===== src/fault_flag_pkg.sv =====
// constants for the fault-flag and status register bank
// assumes an 8-bit register port driven by a serial-bus front end elsewhere
package fault_flag_pkg;
  localparam logic [7:0] fault_flags_first_addr = 8'h0b;
  localparam logic [7:0] fault_flags_second_addr = 8'h0c;
  localparam logic [7:0] live_status_first_addr = 8'h0d;
  localparam logic [7:0] reg_reset_value = 8'h00;
  // first fault-flag register bits
  localparam int overtemp_shutdown_bit = 0;
  localparam int supply_short_ground_bit = 1;
  localparam int supply_undervolt_bit = 2;
  // second fault-flag register bits
  localparam int data_pin_overvolt_bit = 1;
  localparam int input_overvolt_bit = 2;
  localparam int thermal_warning_bit = 3;
  localparam int supply_prebias_bit = 5;
  // status register bits
  localparam int supply_applied_bit = 0;
  localparam int supply_safe_bit = 2;
  localparam int legacy_attach_bit = 3;
  localparam int cable_attach_bit = 4;
  localparam logic [7:0] first_defined_mask = 8'h07;
  localparam logic [7:0] second_defined_mask = 8'h2e;
endpackage : fault_flag_pkg


===== src/fault_flag_status_bank.sv =====
// fault-flag and live status register bank of a charging-port controller
// assumes detector levels from other clock domains; register port from the bus front end
// Contract
// - supply undervolt on the negative sense input sets bit 2, cleared by a read only once gone.
// - supply short to ground on the negative sense input sets bit 1, read clears only once gone.
// - die overtemperature sets bit 0, read clears only after the condition resolves.
// - the second fault-flag register is read-only, resets to zero, one means event.
// - a flag asserts the interrupt only when its mask bit is set, but always latches.
// - pre-bias bit 5 sets when cable function is on, no sink attached and supply above safe.
// - thermal warning bit 3 sets at the warning threshold, read clears once it ends.
// - with warning flag set and foldback enabled, advertised current and limit are lowered.
// - input overvolt bit 2 and data-pin overvolt bit 1 latch, read clears only once resolved.
// - first status register is read-only, resets to zero, bits 4, 3, 2 and 0 as defined.
// - supply-safe reads one while the supply is below safe level, only with cable function on.
// - cable attach status follows the live attach state of the configuration pins.
`timescale 1ns/10ps
`default_nettype none
module fault_flag_status_bank
  import fault_flag_pkg::*;
(
  input wire logic clk_i,
  input wire logic reset_i,
  input wire logic supply_undervolt_i,
  input wire logic supply_short_ground_i,
  input wire logic overtemp_shutdown_i,
  input wire logic thermal_warning_i,
  input wire logic input_overvolt_i,
  input wire logic data_pin_overvolt_i,
  input wire logic supply_above_safe_i,
  input wire logic cable_attach_i,
  input wire logic legacy_charger_attach_i,
  input wire logic supply_applied_i,
  input wire logic cable_function_en_i,
  input wire logic foldback_en_i,
  input wire logic [7:0] mask_first_i,
  input wire logic [7:0] mask_second_i,
  input wire logic rd_en_i,
  input wire logic [7:0] addr_i,
  input wire logic wr_en_i,
  input wire logic [7:0] wr_data_i,
  output logic [7:0] rd_data_o,
  output logic irq_o,
  output logic foldback_active_o
);

  // ----------------------------------------
  // input synchronisers
  // ----------------------------------------
  // wr_en_i and wr_data_i are accepted but every register here ignores writes
  localparam int n_in = 11;
  logic [n_in-1:0] raw_in;
  logic [n_in-1:0] sync_a;
  logic [n_in-1:0] sync_b;

  assign raw_in = {supply_undervolt_i, supply_short_ground_i, overtemp_shutdown_i,
                   thermal_warning_i, input_overvolt_i, data_pin_overvolt_i,
                   supply_above_safe_i, cable_attach_i, legacy_charger_attach_i,
                   supply_applied_i, cable_function_en_i};

  always_ff @(posedge clk_i)
  begin
    if (reset_i)
    begin
      sync_a <= '0;
      sync_b <= '0;
    end
    else
    begin
      sync_a <= raw_in;
      sync_b <= sync_a;
    end
  end

  logic uv_s, sht_s, ots_s, warn_s, inov_s, dov_s, above_s, cc_s, bc_s, app_s, ccen_s;
  assign {uv_s, sht_s, ots_s, warn_s, inov_s, dov_s, above_s, cc_s, bc_s, app_s, ccen_s}
    = sync_b;

  // ----------------------------------------
  // condition vectors
  // ----------------------------------------
  logic [7:0] cond_first;
  logic [7:0] cond_second;
  logic [7:0] status_live;

  always_comb
  begin
    cond_first = 8'h00;
    cond_first[supply_undervolt_bit] = uv_s;
    cond_first[supply_short_ground_bit] = sht_s;
    cond_first[overtemp_shutdown_bit] = ots_s;
    cond_second = 8'h00;
    cond_second[supply_prebias_bit] = ccen_s & ~cc_s & above_s;
    cond_second[thermal_warning_bit] = warn_s;
    cond_second[input_overvolt_bit] = inov_s;
    cond_second[data_pin_overvolt_bit] = dov_s;
    status_live = 8'h00;
    status_live[cable_attach_bit] = cc_s;
    status_live[legacy_attach_bit] = bc_s;
    status_live[supply_safe_bit] = ccen_s & ~above_s;
    status_live[supply_applied_bit] = app_s;
  end

  // ----------------------------------------
  // sticky fault flags
  // ----------------------------------------
  logic [7:0] flags_first;
  logic [7:0] flags_second;
  logic rd_first;
  logic rd_second;

  assign rd_first = rd_en_i && (addr_i == fault_flags_first_addr);
  assign rd_second = rd_en_i && (addr_i == fault_flags_second_addr);

  // set wins over the read-clear, so a live condition keeps its flag up
  always_ff @(posedge clk_i)
  begin
    if (reset_i)
      flags_first <= reg_reset_value;
    else if (rd_first)
      flags_first <= cond_first & first_defined_mask;
    else
      flags_first <= (flags_first | cond_first) & first_defined_mask;
  end

  always_ff @(posedge clk_i)
  begin
    if (reset_i)
      flags_second <= reg_reset_value;
    else if (rd_second)
      flags_second <= cond_second & second_defined_mask;
    else
      flags_second <= (flags_second | cond_second) & second_defined_mask;
  end

  // ----------------------------------------
  // read data, interrupt and foldback
  // ----------------------------------------
  // read data is registered, so it shows the value from before the read clears it
  always_ff @(posedge clk_i)
  begin
    if (reset_i)
      rd_data_o <= reg_reset_value;
    else if (rd_en_i)
    begin
      case (addr_i)
        fault_flags_first_addr: rd_data_o <= flags_first;
        fault_flags_second_addr: rd_data_o <= flags_second;
        live_status_first_addr: rd_data_o <= status_live;
        default: rd_data_o <= 8'h00;
      endcase
    end
  end

  always_ff @(posedge clk_i)
  begin
    if (reset_i)
      irq_o <= 1'b0;
    else
      irq_o <= |((flags_first & mask_first_i) | (flags_second & mask_second_i));
  end

  always_ff @(posedge clk_i)
  begin
    if (reset_i)
      foldback_active_o <= 1'b0;
    else
      foldback_active_o <= flags_second[thermal_warning_bit] & foldback_en_i;
  end

endmodule : fault_flag_status_bank
`default_nettype wire


===== config.mk =====
export PLATFORM = sky130hd
export DESIGN_NAME = fault_flag_status_bank
export DESIGN_NICKNAME = d
export VERILOG_FILES = /design/src/fault_flag_pkg.sv /design/src/fault_flag_status_bank.sv
export SDC_FILE = /design/constraint.sdc
export NUM_CORES = 1
export LEC_CHECK = 0
export BUFFER_PORTS_ARGS = -buffer_cell sky130_fd_sc_hd__buf_2
export CAP_MARGIN = 20
export CORE_MARGIN = 10
export CORE_UTILIZATION = 47
export DETAILED_ROUTE_END_ITERATION = 10
export HOLD_SLACK_MARGIN = 0.02
export PLACE_DENSITY = 0.78
export SLEW_MARGIN = 20
export SYNTH_ARGS = -nofsm -noshare
export SYNTH_HDL_FRONTEND = slang
export SYNTH_SLANG_ARGS = --single-unit

===== constraint.sdc =====
create_clock -name clk_i -period 1.2 [get_ports clk_i]
set_clock_uncertainty 0.05 [all_clocks]
set_input_delay 0 -clock clk_i [delete_from_list [all_inputs] [get_ports clk_i]]
set_output_delay 0 -clock clk_i [all_outputs]
set_load 0.05 [all_outputs]

# Word-level counts from Yosys, hierarchy flattened
# Cells that the tools add are included.
dict set report word_totals {
  reg_bits 41
  latch_bits 0
  ramBits 0
  rom_bits 0
  in_bits 48
  output_inout_bits 10
  elab_cells 27
  memories 0
}
dict set report op_classes {
  n_addsub 0
  n_mul 0
  n_div 0
  magnitude_cmp 0
  eq_ne 3
  shifts 0
  muxes 3
  n_bitwise 11
  reduce_logical 3
}
# cell count
set ops {}
lappend ops {{== test 8 x 4 -> 1 bit (second input constant)} 3}
lappend ops {{case mux 6 bit (3 select lines)} 1}
lappend ops {{bitwise AND 3 x 8 -> 8 bit} 1}
lappend ops {{bitwise AND 6 x 8 -> 8 bit} 1}
lappend ops {{OR 8 bit} 1}
lappend ops {{OR reduction 8 bit} 1}
lappend ops {{2-to-1 mux 6 bit} 1}
lappend ops {{OR 6 bit} 1}
lappend ops {{bitwise AND 1 bit} 4}
lappend ops {{2-to-1 mux 3 bit} 1}
lappend ops {{OR 3 bit} 1}
lappend ops {{logical AND 1 bit} 2}
lappend ops {{NOT 1 bit} 2}

# Longest topological paths before layout
dict set report logic_depth {
  word_depth 5
  mapped_depth 4
  ltp_nobuf 3
}

# Worst setup path before layout
# No wires, ideal clock.
dict set report synth_timing {
  path_type {reg2reg}
  from {register, netlist name rd_data_o[3]}
  to {register rd_data_o[3]}
  setup_time_ps 96
  t_arrival_ps 1145
  required_ps 1054
  slack_ps -91
  stages_incl_launch_ff 3
  n_path_buf 0
  synth_period_minus_slack_ps 1291
  path_cell_list {dfxtp_1 > or3b_2 > o41ai_2}
}
# element line
set synth_rtl {}
lappend synth_rtl {{end signal, assigned} fault_flag_status_bank.sv:142} ;# rd_data_o <= reg_reset_value;
lappend synth_rtl {{end signal, assigned} fault_flag_status_bank.sv:146} ;# fault_flags_first_addr: rd_data_o <= flags_first;
lappend synth_rtl {{end signal, assigned} fault_flag_status_bank.sv:147} ;# fault_flags_second_addr: rd_data_o <= flags_second;
lappend synth_rtl {{end, declared} fault_flag_status_bank.sv:41} ;# output logic [7:0] rd_data_o,

==> flow_summary.json <==
{
  "status": "finished clean",
  "max_freq_mhz": 894.4,
  "hp-class": "primary input to flop",
  "grt_max_degree": 31,
  "nNetsFinal": 241,
  "fin_hold_ws_ns": 0.04855,
  "root_buffer": "clkbuf_4",
  "power.total_w": 0.002211,
  "num_rows": 19,
  "path_cells": "buf_2, dlygate4sd3_1, nand2b_1, a21boi_1, a221oi_2",
  "yosysUniqueCellTypes": 37,
  "gr-usage-all-layers_pct": 12.38,
  "hold_depth": 4,
  "clockBufferDepth": 2,
  "synth_area_mm2": 0.001425,
  "final_cell_mix": "buf_2 (37), dfxtp_1 (33), dlygate4sd3_1 (24), nor2b_1 (22), nor2_1 (13)",
  "synth_top_area_share_pct": 51.98,
  "path_clk_slew_ns": 0.10,
  "r2r-start": "sync_b[4]",
  "vias": 1111,
  "initial_core_util_pct": 50.38,
  "rsz0062_at_grt": "no",
  "core_area_mm2": 0.002829,
  "worst-path-max-fanout": 6,
  "viasPerCell": 4.960,
  "max_stage_delay_ns": 0.61,
  "syn_avg_cell_area_um2": 10.96,
  "ant_nets": 0,
  "wl_mm": 3.123,
  "critPathArrivalTime_ns": 1.32,
  "io_pins": 58,
  "gp_congestion": 0.8445,
  "dp_hpwl_mm": 2.185,
  "synth.area.top_cells": "dfxtp_1 (52%), nor2b_1 (9.7%), a211oi_2 (5.3%), nor2_1 (3.4%), and3b_1 (2.5%)",
  "grt_pass1_wl_mm": 5.388,
  "setup_viol": 0,
  "drtPass1Iterations": 4,
  "syn_inst": 130,
  "clock_latency_ns": 0.33,
  "post_drt_wl_per_cell_um": 13.94,
  "cp_slowest_cell": "dlygate4sd3_1",
  "gr-total-overflow": 0,
  "synth-seq-cells": 37,
  "r2r_slack_ns": 0.16,
  "p_leak_nw": 0.8259,
  "synth_warnings": 0,
  "synth-main-ff-cell": "dfxtp_1",
  "layout_min_cycle_time_ns": 1.118,
  "final_common_cell": "buf_2",
  "drive_above_1_share_pct": 35.23,
  "min_to": "rd_data_o[5]",
  "period_share_pct": 93.17,
  "critPathKind": "primary input to flop",
  "antenna_found_initial": 0,
  "crit_path_end_kind": "flop",
  "critPathLaunchType": "primary input",
  "min-delay-start": "addr_i[0]",
  "die_w_um": 75.07,
  "r2r_cells": 3,
  "drt_iter0_drc": 42,
  "required_ns": 1.40,
  "grt_pass1_vias": 1232,
  "remaining_drc_errors": 0,
  "h-tree-depth": 2,
  "maxCapViolCount": 0,
  "cts_made_buffers": 5,
  "antennaDiodeCount": 0,
  "power.density_mw_per_mm2": 1135,
  "synth_largest_area_cell": "dfxtp_1",
  "r2r_end": "rd_data_o[2]",
  "die_area_mm2": 0.005635,
  "ys_seq_area_share_pct": 51.98,
  "max-vdd-ir-drop_uv": 739.9,
  "syn_to_final_growth_pct": 36.70,
  "hold_viol": 0,
  "cts_tree": "done",
  "cts.sink_count": 37,
  "io_buffers": 37,
  "synth-edff-count": 0,
  "fin_tns_setup_ns": 0,
  "die_h_um": 75.07,
  "maxSlewViolCount": 0,
  "synth_async_sr_flop_share_pct": 0
}
[through the flow]
step	cells	worst slack (ns)	area, um^2	util, %
6_report	224	0.08195	1948	68.86
5_1_grt	224	0.04142	1948	68.86
4_1_cts	224	0.08245	1948	68.86
3_5_place_dp	193	0.1600	1653	58.43
3_3_place_gp	193	0.1882	1653	58.43
2_1_floorplan	131	0.05611	1434	-
[metal layers]
layer,wire [um],track usage [%],vias to the layer above
li1,-,-,574
met1,1248,12.49,499
met2,1542,21.05,34
met3,292,5.782,4
met4,40,6.303,0
met5,0,0,-
[cell families after synthesis]
family | Yosys count | synth area share, %
AND/OR/NAND/NOR | 59 | 27.39
multiplexers | 1 | 0.7024
AO/OA/AOI/OAI | 23 | 16.24
buffers and inverters | 9 | 3.424
flip-flops | 37 | 51.98
other | 1 | 0.2631
[synthesized netlist by cell type (2+ instances only)]
cell type	count
o41ai_2	2
buf_4	3
a31oi_1	2
nor2_1	13
or3b_2	3
dfxtp_1	37
nor2b_1	22
nand2_1	2
buf_2	3
clkbuf_1	2
a21oi_1	2
nand2b_1	3
a22oi_1	3
a211oi_2	6
and3b_1	4
nand3b_1	2
[layout make-up]
| cell class | instances | area [um^2] |
|---|---|---|
| sequential | 37 | 745.7 |
| clock buffer | 7 | 55.05 |
| inverter | 1 | 3.754 |
| fill | 218 | 880.8 |
| timing repair buffer | 63 | 465.4 |
| multi-input combinational | 85 | 639.4 |
| tap | 31 | 38.79 |
[flip-flops by register name (all words and copies together), names as in the netlist]
| signal | count |
|---|---|
| irq_o | 1 |
| sync_a | 11 |
| rd_data_o | 6 |
| flags_first | 3 |
| sync_b | 11 |
| foldback_active_o | 1 |
| flags_second | 4 |
[report_power, final]
group | leakage, nW | internal (W) | total [W] | switching, W
combinational | 0.488 | 0.000148 | 0.000275 | 0.000127
sequential | 0.306 | 0.00128 | 0.00130 | 0.0000207
clock | 0.0314 | 0.000276 | 0.000638 | 0.000362
total | 0.826 | 0.00170 | 0.00221 | 0.000509
[what timing repair did]
action / CTS / global route
hold buffers: 24 / 0
endpoints found under the hold margin: 20 / 0
setup endpoints to repair: 0 / 0
buffers inserted: 0 / 0
resized for setup: 0 / 0
[worst max path at each step]
| stage | endpoint | depth (start not counted) | start | slack (ns) |
|---|---|---|---|---|
| 2_1_floorplan | rd_data_o[3] | 2 | rd_data_o[3] | 0.06 |
| 3_3_place_gp | flags_second[5] | 5 | addr_i[4] | 0.19 |
| 3_5_place_dp | flags_second[5] | 5 | addr_i[4] | 0.16 |
| 4_1_cts | rd_data_o[2] | 5 | rd_en_i | 0.08 |
| 5_1_grt | rd_data_o[2] | 5 | rd_en_i | 0.04 |
| 6_report | rd_data_o[2] | 5 | rd_en_i | 0.08 |
[worst max-delay path: cells and delay by family]
kind / cells / cell delay [ns]
AOI/OAI and AO/OA: 2 / 0.40
buffers and inverters: 2 / 0.71
and+or+nand+nor: 1 / 0.19
(Power assumes the default switching activity.)
